File: src/core/srsr_pkg.sv
// Package with status byte, operation event and command constants for the service-request block.
package srsr_pkg;
   // ==========================================
   // Operation event bit positions
   localparam int OP_ALARMING_BIT = 0;
   localparam int OP_OVERLOAD_BIT = 1;
   localparam int OP_RAMP_TWO_BIT = 2;
   localparam int OP_RAMP_ONE_BIT = 3;
   localparam int OP_NEW_READING_BIT = 4;
   localparam int OP_AUTOTUNE_BIT = 5;
   localparam int OP_CAL_ERROR_BIT = 6;
   localparam int OP_PROC_COMM_BIT = 7;
   // ==========================================
   // Status byte and standard event bit positions
   localparam int SB_MAV_BIT = 4;
   localparam int SB_ESB_BIT = 5;
   localparam int SB_MSS_BIT = 6;
   localparam int SB_OSB_BIT = 7;
   localparam int STD_OPC_BIT = 0;
   // ==========================================
   // Reset values
   localparam logic [7:0] OP_EVENT_RESET = 8'h00;
   localparam logic [7:0] OP_ENABLE_RESET = 8'h00;
   localparam logic [7:0] SR_ENABLE_RESET = 8'h00;
   // ==========================================
   // Command codes
   typedef enum logic [2:0] {
      SRSR_CMD_NONE = 3'h0,
      SRSR_CMD_OP_ENABLE_WRITE = 3'h1,
      SRSR_CMD_OP_ENABLE_READ = 3'h2,
      SRSR_CMD_OP_EVENT_READ_CLEAR = 3'h3,
      SRSR_CMD_OP_CONDITION_READ = 3'h4,
      SRSR_CMD_SR_ENABLE_WRITE = 3'h5,
      SRSR_CMD_SR_ENABLE_READ = 3'h6,
      SRSR_CMD_STATUS_BYTE_READ = 3'h7
   } srsr_cmd_e;
   // ==========================================
   // Completion unit states
   typedef enum logic [2:0] {
      SRSR_OPC_IDLE = 3'b001,
      SRSR_OPC_WAIT_SET = 3'b010,
      SRSR_OPC_WAIT_QUERY = 3'b100
   } srsr_opc_state_e;
endpackage

File: src/core/srsr_sync.sv
// Three-stage pin synchroniser with agreement check on the last two stages.
`timescale 1ns/1ps
`default_nettype none
module srsr_sync #(
   parameter int WIDTH = 8
) (
   // Clock and reset
   input wire logic sys_clk,
   input wire logic sys_rst,
   // Data
   input wire logic [WIDTH-1:0] async_in,
   output logic [WIDTH-1:0] sync_out
);
   logic [WIDTH-1:0] stage1_reg;
   logic [WIDTH-1:0] stage2_reg;
   logic [WIDTH-1:0] stage3_reg;

   always_ff @(posedge sys_clk) begin
      if (sys_rst) begin
         stage1_reg <= '0;
         stage2_reg <= '0;
         stage3_reg <= '0;
      end else begin
         stage1_reg <= async_in;
         stage2_reg <= stage1_reg;
         stage3_reg <= stage2_reg;
      end
   end

   // A bit changes only once the second and third stages agree.
   genvar i;
   generate
      for (i = 0; i < WIDTH; i++) begin : g_bit
         always_ff @(posedge sys_clk) begin
            if (sys_rst) begin
               sync_out[i] <= 1'b0;
            end else if (stage2_reg[i] == stage3_reg[i]) begin
               sync_out[i] <= stage3_reg[i];
            end
         end
      end
   endgenerate
endmodule
`default_nettype wire

File: src/core/srsr_core.sv
// Status reporting and service-request block: operation events, status byte and completion.
// Functional notes
// - Processor communication failure sets operation bit 7.
// - Missing or corrupt calibration sets bit 6.
// - Autotune inactive sets operation bit 5.
// - Each new sensor reading sets bit 4.
// - Ramp done sets bit 3 or bit 2.
// - Sensor overload sets operation bit 1.
// - Visible alarm sets operation bit 0.
// - Event read clears; condition read does not.
// - Operation summary is masked event OR; enable readable.
// - Summary bits follow sources, never latch.
// - Message available follows nonempty output buffer.
// - Status bit 7 shows enabled operation events.
// - Status bit 5 shows enabled standard events.
// - Master summary is OR of enabled summaries.
// - Enabled summary rise sets request and line.
// - Serial poll answers byte, clears request only.
// - No new request until source register clears.
// - Master summary stays until sources or enables clear.
// - Status query equals poll except bit 6 (master summary, not request), clears nothing.
// - Completion command sets standard bit 0 later.
// - Completion query queues 1 after operations finish.
// - Only enable registers are user writable.
// - Query responses carry plain binary weighted value.
`timescale 1ns/1ps
`default_nettype none
module srsr_core
   import srsr_pkg::*;
#(
   parameter int OP_WIDTH = 8
) (
   // Clock and reset
   input wire logic sys_clk,
   input wire logic sys_rst,
   // Instrument condition inputs (asynchronous pins)
   input wire logic proc_comm_error,
   input wire logic calibration_error,
   input wire logic autotune_active,
   input wire logic new_reading,
   input wire logic loop_one_ramp_done,
   input wire logic loop_two_ramp_done,
   input wire logic sensor_overload,
   input wire logic input_alarm,
   input wire logic alarm_visible,
   // Standard event summary and output buffer state (same clock)
   input wire logic std_event_summary,
   input wire logic output_buffer_nonempty,
   // Pending device operations (same clock)
   input wire logic operations_pending,
   // Command port
   input wire logic cmd_valid,
   input wire logic [2:0] cmd_code,
   input wire logic [7:0] cmd_data,
   output logic rsp_valid,
   output logic [7:0] rsp_data,
   // Completion commands
   input wire logic opc_command,
   input wire logic opc_query,
   output logic opc_event_set,
   output logic opc_query_answer,
   output logic bus_hold,
   // Bus service request and serial poll
   input wire logic serial_poll,
   output logic service_request,
   output logic poll_valid,
   output logic [7:0] poll_data,
   // Live status byte
   output logic [7:0] status_summary_byte
);
   // ==========================================
   // Elaboration check
   if (OP_WIDTH != 8) begin : g_width_check
      $error("srsr_core supports only an 8-bit operation register");
   end

   // ==========================================
   // Condition synchronisation
   logic [7:0] cond_raw;
   logic [7:0] cond_sync;
   logic [7:0] cond_prev_reg;
   logic [7:0] condition_now;
   logic [7:0] event_set;

   assign cond_raw[OP_PROC_COMM_BIT] = proc_comm_error;
   assign cond_raw[OP_CAL_ERROR_BIT] = calibration_error;
   assign cond_raw[OP_AUTOTUNE_BIT] = ~autotune_active;
   assign cond_raw[OP_NEW_READING_BIT] = new_reading;
   assign cond_raw[OP_RAMP_ONE_BIT] = loop_one_ramp_done;
   assign cond_raw[OP_RAMP_TWO_BIT] = loop_two_ramp_done;
   assign cond_raw[OP_OVERLOAD_BIT] = sensor_overload;
   assign cond_raw[OP_ALARMING_BIT] = input_alarm & alarm_visible;

   srsr_sync #(
      .WIDTH(8)
   ) u_cond_sync (
      .sys_clk(sys_clk),
      .sys_rst(sys_rst),
      .async_in(cond_raw),
      .sync_out(cond_sync)
   );

   assign condition_now = cond_sync;

   always_ff @(posedge sys_clk) begin
      if (sys_rst) begin
         cond_prev_reg <= 8'h00;
      end else begin
         cond_prev_reg <= cond_sync;
      end
   end

   // An event latches on the rising edge of its condition.
   assign event_set = cond_sync & ~cond_prev_reg;

   // ==========================================
   // Command decode
   function automatic logic is_cmd(input logic v, input logic [2:0] c, input srsr_cmd_e k);
      is_cmd = v && (c == 3'(k));
   endfunction

   logic op_event_clear;
   logic op_enable_wr;
   logic sr_enable_wr;
   assign op_event_clear = is_cmd(cmd_valid, cmd_code, SRSR_CMD_OP_EVENT_READ_CLEAR);
   assign op_enable_wr = is_cmd(cmd_valid, cmd_code, SRSR_CMD_OP_ENABLE_WRITE);
   assign sr_enable_wr = is_cmd(cmd_valid, cmd_code, SRSR_CMD_SR_ENABLE_WRITE);

   // ==========================================
   // Operation event and enable registers
   logic [7:0] operation_event_latch_reg;
   logic [7:0] operation_enable_reg;
   logic [7:0] sr_enable_reg;

   // A new event in the clearing cycle survives the clear.
   always_ff @(posedge sys_clk) begin
      if (sys_rst) begin
         operation_event_latch_reg <= OP_EVENT_RESET;
      end else if (op_event_clear) begin
         operation_event_latch_reg <= event_set;
      end else begin
         operation_event_latch_reg <= operation_event_latch_reg | event_set;
      end
   end

   always_ff @(posedge sys_clk) begin
      if (sys_rst) begin
         operation_enable_reg <= OP_ENABLE_RESET;
      end else if (op_enable_wr) begin
         operation_enable_reg <= cmd_data;
      end
   end

   always_ff @(posedge sys_clk) begin
      if (sys_rst) begin
         sr_enable_reg <= SR_ENABLE_RESET;
      end else if (sr_enable_wr) begin
         sr_enable_reg <= cmd_data;
      end
   end

   // ==========================================
   // Summary bits and master summary
   logic [7:0] event_after;
   logic operation_summary;
   logic [7:0] summary_vec;
   logic [7:0] enabled_summary;
   logic master_summary;
   logic [7:0] status_byte_now;

   // The summaries look at the register state the current command leaves behind.
   assign event_after = op_event_clear ? event_set : (operation_event_latch_reg | event_set);
   logic [7:0] op_enable_now;
   assign op_enable_now = op_enable_wr ? cmd_data : operation_enable_reg;
   assign operation_summary = |(event_after & op_enable_now);

   always_comb begin
      summary_vec = 8'h00;
      summary_vec[SB_OSB_BIT] = operation_summary;
      summary_vec[SB_ESB_BIT] = std_event_summary;
      summary_vec[SB_MAV_BIT] = output_buffer_nonempty;
   end

   assign enabled_summary = summary_vec & (sr_enable_wr ? cmd_data : sr_enable_reg);
   assign master_summary = |enabled_summary;

   always_comb begin
      status_byte_now = summary_vec;
      status_byte_now[SB_MSS_BIT] = master_summary;
   end

   // ==========================================
   // Service request
   logic [7:0] enabled_prev_reg;
   logic [7:0] armed_reg;
   logic [7:0] rise;
   logic rqs_reg;

   assign rise = enabled_summary & ~enabled_prev_reg & armed_reg;

   always_ff @(posedge sys_clk) begin
      if (sys_rst) begin
         enabled_prev_reg <= 8'h00;
      end else begin
         enabled_prev_reg <= enabled_summary;
      end
   end

   // A polled summary bit is disarmed until its source drops to zero.
   always_ff @(posedge sys_clk) begin
      if (sys_rst) begin
         armed_reg <= 8'hff;
      end else if (serial_poll && rqs_reg) begin
         armed_reg <= ~enabled_summary;
      end else begin
         armed_reg <= armed_reg | ~summary_vec;
      end
   end

   // A rise in the poll cycle still raises a fresh request.
   always_ff @(posedge sys_clk) begin
      if (sys_rst) begin
         rqs_reg <= 1'b0;
      end else if (|rise) begin
         rqs_reg <= 1'b1;
      end else if (serial_poll) begin
         rqs_reg <= 1'b0;
      end
   end

   always_ff @(posedge sys_clk) begin
      if (sys_rst) begin
         service_request <= 1'b0;
      end else begin
         service_request <= (|rise) | (rqs_reg & ~serial_poll);
      end
   end

   // ==========================================
   // Serial poll answer
   always_ff @(posedge sys_clk) begin
      if (sys_rst) begin
         poll_valid <= 1'b0;
         poll_data <= 8'h00;
      end else begin
         poll_valid <= serial_poll;
         if (serial_poll) begin
            poll_data <= {summary_vec[7], rqs_reg, summary_vec[5:0]};
         end
      end
   end

   always_ff @(posedge sys_clk) begin
      if (sys_rst) begin
         status_summary_byte <= 8'h00;
      end else begin
         status_summary_byte <= status_byte_now;
      end
   end

   // ==========================================
   // Command responses
   always_ff @(posedge sys_clk) begin
      if (sys_rst) begin
         rsp_valid <= 1'b0;
         rsp_data <= 8'h00;
      end else begin
         rsp_valid <= 1'b0;
         rsp_data <= 8'h00;
         if (cmd_valid) begin
            unique case (cmd_code)
               3'(SRSR_CMD_OP_ENABLE_READ): begin
                  rsp_valid <= 1'b1;
                  rsp_data <= operation_enable_reg;
               end
               3'(SRSR_CMD_OP_EVENT_READ_CLEAR): begin
                  rsp_valid <= 1'b1;
                  rsp_data <= operation_event_latch_reg;
               end
               3'(SRSR_CMD_OP_CONDITION_READ): begin
                  rsp_valid <= 1'b1;
                  rsp_data <= condition_now;
               end
               3'(SRSR_CMD_SR_ENABLE_READ): begin
                  rsp_valid <= 1'b1;
                  rsp_data <= sr_enable_reg;
               end
               3'(SRSR_CMD_STATUS_BYTE_READ): begin
                  rsp_valid <= 1'b1;
                  rsp_data <= status_byte_now;
               end
               default: begin
                  rsp_valid <= 1'b0;
               end
            endcase
         end
      end
   end

   // ==========================================
   // Operation completion
   srsr_opc_state_e opc_state_reg;
   logic opc_armed_reg;

   // The set request waits in the background so other commands stay accepted.
   always_ff @(posedge sys_clk) begin
      if (sys_rst) begin
         opc_armed_reg <= 1'b0;
         opc_event_set <= 1'b0;
      end else begin
         opc_event_set <= 1'b0;
         if (opc_armed_reg && !operations_pending) begin
            opc_armed_reg <= 1'b0;
            opc_event_set <= 1'b1;
         end else if (opc_command) begin
            opc_armed_reg <= 1'b1;
         end
      end
   end

   // The query holds the bus; commands during the hold are the controller's hazard.
   always_ff @(posedge sys_clk) begin
      if (sys_rst) begin
         opc_state_reg <= SRSR_OPC_IDLE;
         opc_query_answer <= 1'b0;
         bus_hold <= 1'b0;
      end else begin
         opc_query_answer <= 1'b0;
         unique case (opc_state_reg)
            SRSR_OPC_IDLE: begin
               if (opc_query) begin
                  opc_state_reg <= SRSR_OPC_WAIT_QUERY;
                  bus_hold <= 1'b1;
               end
            end
            SRSR_OPC_WAIT_QUERY: begin
               if (!operations_pending) begin
                  opc_state_reg <= SRSR_OPC_IDLE;
                  bus_hold <= 1'b0;
                  opc_query_answer <= 1'b1;
               end
            end
            default: begin
               opc_state_reg <= SRSR_OPC_IDLE;
               bus_hold <= 1'b0;
            end
         endcase
      end
   end
endmodule
`default_nettype wire

File: config.mk
export PLATFORM = sky130hd
export DESIGN_NAME = srsr_core
export DESIGN_NICKNAME = d
export VERILOG_FILES = /design/src/core/srsr_pkg.sv /design/src/core/srsr_sync.sv /design/src/core/srsr_core.sv
export SDC_FILE = /design/constraint.sdc
export NUM_CORES = 1
export LEC_CHECK = 0
export BUFFER_PORTS_ARGS = -buffer_cell sky130_fd_sc_hd__buf_2
export CORE_ASPECT_RATIO = 1.25
export CORE_UTILIZATION = 59
export DETAILED_ROUTE_END_ITERATION = 7
export PLACE_DENSITY = 0.83
export SETUP_SLACK_MARGIN = 0.1
export SKIP_CTS_REPAIR_TIMING = 1
export SLEW_MARGIN = 20
export SYNTH_ARGS = -nofsm -noshare
export SYNTH_HDL_FRONTEND = slang
export SYNTH_SLANG_ARGS = --single-unit
File: constraint.sdc
create_clock -name sys_clk -period 3.1 [get_ports sys_clk]
set_clock_uncertainty 0.1 [all_clocks]
set_input_delay 0.31 -clock sys_clk [delete_from_list [all_inputs] [get_ports sys_clk]]
set_output_delay 0.31 -clock sys_clk [all_outputs]
set_load 0.05 [all_outputs]
# Word level (Yosys, flattened, before mapping)
# Index checks and enable logic that the tools add are counted.
# totals
out_inout_bits,30
wordCells,98
register_bits,111
# classes
n_eq_ne,19
bitwise,18
reduce_logical,15
mux,16
# op_table
cell,n
bitwise AND 8 bit,5
case mux 8 bit (5 select lines),1
two-way mux 8 bit,4
inverter 8 bit,4
OR reduction 8 bit,3
bitwise OR 8 bit,2
"== test 3 bit, second input constant",5
== test 1 bit,8
two-way mux 1 bit,7
"== test 3 x 1 -> 1 bit, second input constant",2
"== test 3 x 2 -> 1 bit, second input constant",2
two-way mux 3 bit,2
case mux 3 bit (2 select lines),1
OR reduction 2 bit,3
logical AND 1 bit,5
OR reduction 5 bit,1
"inequality test 2 bit, second input constant",2
inverter 1 bit,4
bitwise AND 1 bit,2
case mux 1 bit (2 select lines),1
AND reduction 2 bit,1
nonzero test 2 bit,1
logical NOT 1 bit,1
bitwise OR 1 bit,1

# Depth between registers and ports, before layout
# Gate-level depths: netlist of the first run.
# logic_depth
depth_word,11
depth_mapped,8

# Hierarchy
# Synthesis of the first run repeated with hierarchy kept, for this count alone.
# hier_totals
hier_cells,341
hier_area_um2,3418.3
# modules_own_cells
mod,instances,seq_area_each_um2,area_each_um2,cells_each
srsr_core,1,1261.2,2494.9,258
srsr_sync,1,640.6,923.4,83

# Worst setup path before layout of the first run
# No wires, ideal clock.
# synth_path
kind,input to register
startpoint,input cmd_code[1]
endpoint,register status_summary_byte[6]
path_slack_ns,1.198
path_buffers,2
cell_stages,8
t_arrival_ns,1.682
cell_sequence,buf_4 -> and4bb_1 -> buf_6 -> mux2i_1 -> o22ai_1 -> nor2_2 -> a21oi_1 -> o31a_1
# synth_between
elab_chain_cells,7
word_cells_on_any_way,13
classes_between,eq/ne (3); mux (3); bitwise (2); reduce/logical (5)
# synth_rtl
element,line,text
from (decl),srsr_core.sv:53,"input wire logic [2:0] cmd_code,"
== test 3 x 2 -> 1 bit / == test 3 x 1 -> 1 bit (equally long branches),srsr_core.sv:119,is_cmd = v && (c == 3'(k));
logical AND 1 bit,srsr_core.sv:119,
two-way mux 8 bit (on tied branches),-,
bitwise AND 8 bit,srsr_core.sv:175,assign operation_summary = |(event_after & op_enable_now);
OR reduction 8 bit,srsr_core.sv:175,
bitwise AND 8 bit *,srsr_core.sv:184,assign enabled_summary = summary_vec & (sr_enable_wr ? cmd_data : sr_enable_reg);
OR reduction 8 bit *,srsr_core.sv:185,assign master_summary = |enabled_summary;
to (signal assigned),srsr_core.sv:257,status_summary_byte <= status_byte_now;
to (decl),srsr_core.sv:69,output logic [7:0] status_summary_byte
# Every way passes the cells marked *; elsewhere a longest branch is shown, timed or not.
# A chain may end at the register's enable or synchronous reset.

# Final worst setup path of the first run
# layout_path
startpoint,input cmd_code[0]
endpoint,register status_summary_byte[6]
# Same word-level chain as after synthesis.

==> results of run 1 <==
Yosys cell counts, drive strengths merged:
cell | instances | share of area, %
a21oi | 24 | 3.7
a221oi | 1 | 0.44
a22o | 8 | 2.1
a22oi | 8 | 1.8
a311oi | 1 | 0.26
a31o | 1 | 0.26
and2 | 2 | 0.37
and3 | 1 | 0.18
and3b | 1 | 0.26
and4bb | 1 | 0.37
buf | 16 | 3.2
clkbuf | 8 | 0.89
conb | 1 | 0.11
dfxtp | 95 | 56
inv | 5 | 0.55
mux2 | 2 | 0.66
mux2i | 21 | 6.3
nand2 | 18 | 2.1
nand3 | 4 | 0.59
nand3b | 2 | 0.44
nand4b | 2 | 0.70
nor2 | 44 | 5.0
nor2b | 49 | 9.0
nor3b | 1 | 0.22
nor4b | 2 | 0.52
o211ai | 2 | 0.59
o21ai | 13 | 1.9
o22ai | 4 | 0.74
o2bb2ai | 2 | 0.52
o31a | 1 | 0.26
per-stage QoR:
| stage | utilization (%) | setup WS (ns) | total power [mW] | instances | instance area, um2 |
|---|---|---|---|---|---|
| floorplan | - | 1.20 | 1.41 | 347 | 3420 |
| CTS | 70.4 | 1.08 | 2.34 | 455 | 3860 |
| detailed placement | 66.2 | 0.771 | 1.45 | 439 | 3630 |
| finish | 70.6 | 1.05 | 2.33 | 456 | 3870 |
| global route | 70.6 | 0.970 | 2.41 | 456 | 3870 |
| global placement | 66.2 | 0.841 | 1.45 | 439 | 3630 |
logic make-up (layout without fill, tap and decap cells):
group / Yosys count / in the layout / synth area share (%)
mux: 23 / 23 / 6.97
compound gates: 65 / 65 / 12.5
buf+inv: 29 / 74 / 4.61
simple gates: 127 / 127 / 19.8
other cells: 1 / 8 / 0.111
flops: 95 / 95 / 56.1
path summary, 6_finish.rpt:
check,start,endpoint,cells after the start
hold reg to reg,u_cond_sync.stage1_reg[5]$_SDFF_PP0_,u_cond_sync.stage2_reg[5]$_SDFF_PP0_,1
setup / recovery,cmd_code[0],status_summary_byte[6]$_SDFF_PP0_,7
setup reg to reg,u_cond_sync.sync_out[4]$_SDFFE_PP0N_,status_summary_byte[6]$_SDFF_PP0_,6
hold / removal,operations_pending,opc_event_set$_SDFF_PP0_,2
final cells by class:
class	instances	area (um2)	area share [%]
sequential	95	1900	49.2
timing repair buffer	53	275	7.12
clock inverter	5	80.1	2.07
inverter	5	18.8	0.485
tap	64	80.1	2.07
multi-input combinational	223	1360	35.2
clock buffer	11	151	3.91
power by group through the flow:
| stage | Combinational [mW] | Clock [mW] | Sequential (mW) |
|---|---|---|---|
| after CTS | 0.163 | 0.920 | 1.26 |
| after global placement | 0.159 | 0 | 1.29 |
| final | 0.164 | 0.908 | 1.26 |
| after floorplan | 0.101 | 0 | 1.31 |
| after detailed placement | 0.162 | 0 | 1.29 |
| after global routing | 0.177 | 0.973 | 1.26 |
layer usage:
| metal | GRT usage [%] | routed length [um] |
|---|---|---|
| met1 | 28.2 | 2750 |
| met5 | 0 | 0 |
| met4 | 10.7 | 131 |
| met3 | 6.51 | 455 |
| met2 | 35.3 | 3060 |
critical path, stage by stage:
cell      delay [ns]
buf_2           0.26
and4bb_1        0.57
mux2i_1         0.35
o22ai_1         0.16
nor2_2          0.22
a21oi_1         0.10
o31a_1          0.24
==> impl_metrics.tcl, run 1 <==
set metrics [dict create \
    worst_pin_slew_ns 0.760 \
    report.final.slew_viol_count 0 \
    groute.usage.overall_pct 22.4 \
    rrSetupSlack_ns 1.48 \
    worstSetupEndpointType "flip-flop" \
    yosysUniqueCellTypes 39 \
    hold_viol 0 \
    antenna_left 0 \
    diodes 0 \
    grt_overflow_total 0 \
    die_w_um 69.8 \
    ys_seq_area_share_pct 56.1 \
    die_area_um2 6060 \
    grt_max_degree 79 \
    route.detailed.drc 0 \
    layout.nets 416 \
    hp-class "in2reg" \
    max_freq_mhz 489 \
    cts_buffers 9 \
    synth_area_um2 3390 \
    drive_gt1_share_pct 19.9 \
    critPathMaxFanout 15 \
    io_pins 59 \
    final_cell_mix "95 x dfxtp_1, 50 x buf_2, 49 x nor2b_1" \
    dp_hpwl_mm 4.26 \
    area_growth_pct 14.0 \
    crit_required_ns 3.26 \
    drt-total-wl_mm 6.40 \
    viasPerCell 5.39 \
    cts.sinks 95 \
    internal_power_mw 1.79 \
    cts_root_buffer "clkbuf_8" \
    start_util_pct 61.9 \
    dieHeight_um 86.8 \
    layout_commonest_cell "dfxtp_1" \
    vias 2458 \
    synth_seq_cells 95 \
    relSlewSlack_pct 49.3 \
    syn_inst 340 \
    cts_tree "done" \
    nFillCells 429 \
    core_region_area_um2 5480 \
    final.min_clock_period_ns 2.05 \
    power.density_nw_per_um2 603 \
    cts_max_path_buffers 2 \
    yosys_warnings 0 \
    setup_viol 0 \
    clk_pin_slew_ns 0.09 \
    grt_pass1_wl_mm 10.4 \
    antenna_found_initial 0 \
    power_leakage_nw 1.65 \
    first_iter_violations 170 \
    detail_route.wl_per_cell_um 14.0 \
    arrival_ns 2.21 \
    outcome "finished clean" \
    p_sw_uw 538 \
    period_share_pct 66.0 \
    clock_latency_ns 0.36 \
    sw_frac_of_total_pct 23.1 \
    critPathKind "in2reg" \
    rsz0062_at_grt "no" \
    row_count 30 \
    cap_violations 0 \
    gp_congestion 0.829 \
    dr.pass1.iters 5 \
    grt_pass1_vias 2223 \
    p_seq_share_pct 54.0 \
    comb_power_share_pct 7.1 \
    critPathLaunchType "input port" \
    p_clk_share_pct 39.0 \
    io_buffers 50 \
    whs_ns 0.0511 \
    ir_drop_mv 0.482 \
    synth.avg_cell_area_um2 9.98 \
    setup_tns_ns 0 \
    h-tree-depth 3 \
]
(Power assumes the default switching activity.)
==> run 2: changes to the inputs <==
--- a/config.mk
+++ b/config.mk
@@ -5,11 +5,12 @@
 export SDC_FILE = /design/constraint.sdc
 export NUM_CORES = 1
 export LEC_CHECK = 0
+export ABC_AREA = 1
 export BUFFER_PORTS_ARGS = -buffer_cell sky130_fd_sc_hd__buf_2
 export CORE_ASPECT_RATIO = 1.25
-export CORE_UTILIZATION = 59
+export CORE_UTILIZATION = 55
 export DETAILED_ROUTE_END_ITERATION = 7
-export PLACE_DENSITY = 0.83
+export PLACE_DENSITY = 0.78
 export SETUP_SLACK_MARGIN = 0.1
 export SKIP_CTS_REPAIR_TIMING = 1
 export SLEW_MARGIN = 20
==> constraint.sdc (replaced) <==
create_clock -name sys_clk -period 1.9 [get_ports sys_clk]
set_clock_uncertainty 0.1 [all_clocks]
set_input_delay 0.19 -clock sys_clk [delete_from_list [all_inputs] [get_ports sys_clk]]
set_output_delay 0.19 -clock sys_clk [all_outputs]
set_load 0.05 [all_outputs]
==> impl_metrics.tcl, run 2 <==
set metrics [dict create \
    critPathLaunchType "flip-flop" \
    grt_overflow_total 0 \
    core_region_area_um2 5930 \
    reg2reg_to "armed_reg[7]$_SDFF_PP1_" \
    setup_tns_ns 0 \
    cts_root_buffer "clkbuf_8" \
    synth_edf_count 0 \
    postSynth.asyncResetShare_pct 0 \
    first_iter_violations 240 \
    relSlewSlack_pct 60.2 \
    grt_pass1_vias 2570 \
    final_cell_mix "95 x dfxtp_1, 89 x nand2_1, 75 x nor2_1" \
    dp_hpwl_mm 4.99 \
    ys.flop_type "dfxtp_1" \
    ir_drop_mv 0.846 \
    synth.avg_cell_area_um2 7.86 \
    area_growth_pct 18.5 \
    dieHeight_um 90.6 \
    groute.usage.overall_pct 22.8 \
    antenna_left 0 \
    diodes 0 \
    cts_buffers 9 \
    drt-total-wl_mm 6.98 \
    max_freq_mhz 602 \
    critPathMaxFanout 3 \
    cap_violations 0 \
    place_ws_ns 0.0876 \
    worst_slack_ns 0.238 \
    cts_max_path_buffers 2 \
    reg2reg_from "u_cond_sync.sync_out[2]$_SDFFE_PP0N_" \
    setup_viol 0 \
    critPathKind "reg2reg" \
    synth_area_leaders "dfxtp_1 55%, nand2_1 9.7%, nor2_1 8.1%, inv_1 6.3%, a21oi_1 4.6%" \
    yosys_warnings 0 \
    r2r_cells 10 \
    rsz0062_at_grt "no" \
    syn_inst 440 \
    cts_tree "done" \
    violations "hold timing" \
    cp-startpoint "u_cond_sync.sync_out[2]$_SDFFE_PP0N_" \
    gp_congestion 0.890 \
    grt_max_degree 44 \
    nFillCells 507 \
    cts.sinks 95 \
    die_w_um 72.9 \
    hold_depth 3 \
    hp-class "in2reg" \
    layout_commonest_cell "dfxtp_1" \
    viasPerCell 4.83 \
    h-tree-depth 3 \
    row_count 31 \
    die_area_um2 6610 \
    power_leakage_nw 1.88 \
    antenna_found_initial 0 \
    synthTopCellsByCount "95 x dfxtp_1, 89 x nand2_1, 75 x nor2_1" \
    clock_latency_ns 0.36 \
    vias 2867 \
    report.final.slew_viol_count 0 \
    grt_pass1_wl_mm 11.4 \
    final.min_clock_period_ns 1.66 \
    synth_top_area_share_pct 55.0 \
    arrival_ns 1.82 \
    worstSetupEndpointType "flip-flop" \
    synth_seq_cells 95 \
    synth_area_um2 3460 \
    crit_required_ns 2.05 \
    io_buffers 50 \
    final_util_pct 69.0 \
    outcome "finished with violations" \
    io_pins 59 \
    drive_gt1_share_pct 18.6 \
    multiInputGateArea_um2 1250 \
    seqCellArea_um2 1900 \
    dr.pass1.iters 4 \
    clk_pin_slew_ns 0.09 \
    hold_viol 1 \
    synth_top_area_cell "dfxtp_1" \
    rrSetupSlack_ns 0.24 \
    period_share_pct 87.5 \
    layout.nets 536 \
    power.density_nw_per_um2 898 \
    yosysUniqueCellTypes 31 \
    synth.most_common_cell "dfxtp_1" \
    whs_ns -0.0303 \
    ys_seq_area_share_pct 55.0 \
    worst_pin_slew_ns 0.593 \
    start_util_pct 58.3 \
    detail_route.wl_per_cell_um 11.8 \
    route.detailed.drc 0 \
    endpoint "armed_reg[7]$_SDFF_PP1_" \
]
## run 2: critical path, cell delays in order, from the launching register on
cell and delay [ns]:
dfxtp_1 0.40, inv_1 0.07, or2_2 0.30, nand2_1 0.08, nand2_1 0.05, nand2_1 0.06, nor2_2 0.05, a21oi_1 0.22
nand2_1 0.09, nand2_1 0.08, nand2_1 0.06
## run 2: how the worst min path moves through the flow
stage          slack, ns                                    to       startpoint
4_1_cts            -0.15  u_cond_sync.stage1_reg[5]$_SDFF_PP0_  autotune_active
3_3_place_gp        0.24  u_cond_sync.stage1_reg[5]$_SDFF_PP0_  autotune_active
3_5_place_dp        0.24  u_cond_sync.stage1_reg[5]$_SDFF_PP0_  autotune_active
5_1_grt             0.02         sr_enable_reg[3]$_SDFFE_PP0P_      cmd_data[3]
2_1_floorplan       0.16  u_cond_sync.stage1_reg[5]$_SDFF_PP0_  autotune_active
6_report           -0.03            opc_armed_reg$_SDFFE_PP0P_      opc_command
## run 2: logic make-up (layout without fill, tap and decap cells)
group,after synthesis,after routing,share of synthesized area (%)
compound gates,61,61,10.1
buf+inv,79,144,9.55
flops,95,95,55.0
other cells,1,8,0.108
simple gates,204,204,25.2
## run 2: area by class of cell
type / instances / area share [%]
multi-input cells: 273 / 30.5
clock buffers: 9 / 3.02
clock inverters: 7 / 1.74
flip-flops and latches: 95 / 46.4
inverters: 61 / 5.59
repair buffers: 67 / 10.2
well taps: 82 / 2.50
## run 2: metal layers
metal  vias up  GRT usage [%]  share of wire, %
met3        16           4.24               5.2
met2        90           35.7                48
li1       1486              -                 -
met5         -              0                 0
met4         0           12.7               2.9
met1      1275           29.0                44
## run 2: metrics by stage
| stage | cells | cell area, um2 | total power, mW |
|---|---|---|---|
| 2_1_floorplan | 447 | 3480 | 2.34 |
| 3_3_place_gp | 567 | 3790 | 2.42 |
| 3_5_place_dp | 567 | 3790 | 2.43 |
| 4_1_cts | 583 | 3990 | 3.69 |
| 5_1_grt | 594 | 4100 | 3.83 |
| 6_report | 594 | 4100 | 3.68 |
## run 2: where the power goes
part / internal [mW] / leakage (nW) / switching, mW
clock network: 0.607 / 0.0916 / 0.673
logic: 0.101 / 1.02 / 0.235
registers: 2.04 / 0.773 / 0.0209
total: 2.75 / 1.88 / 0.929
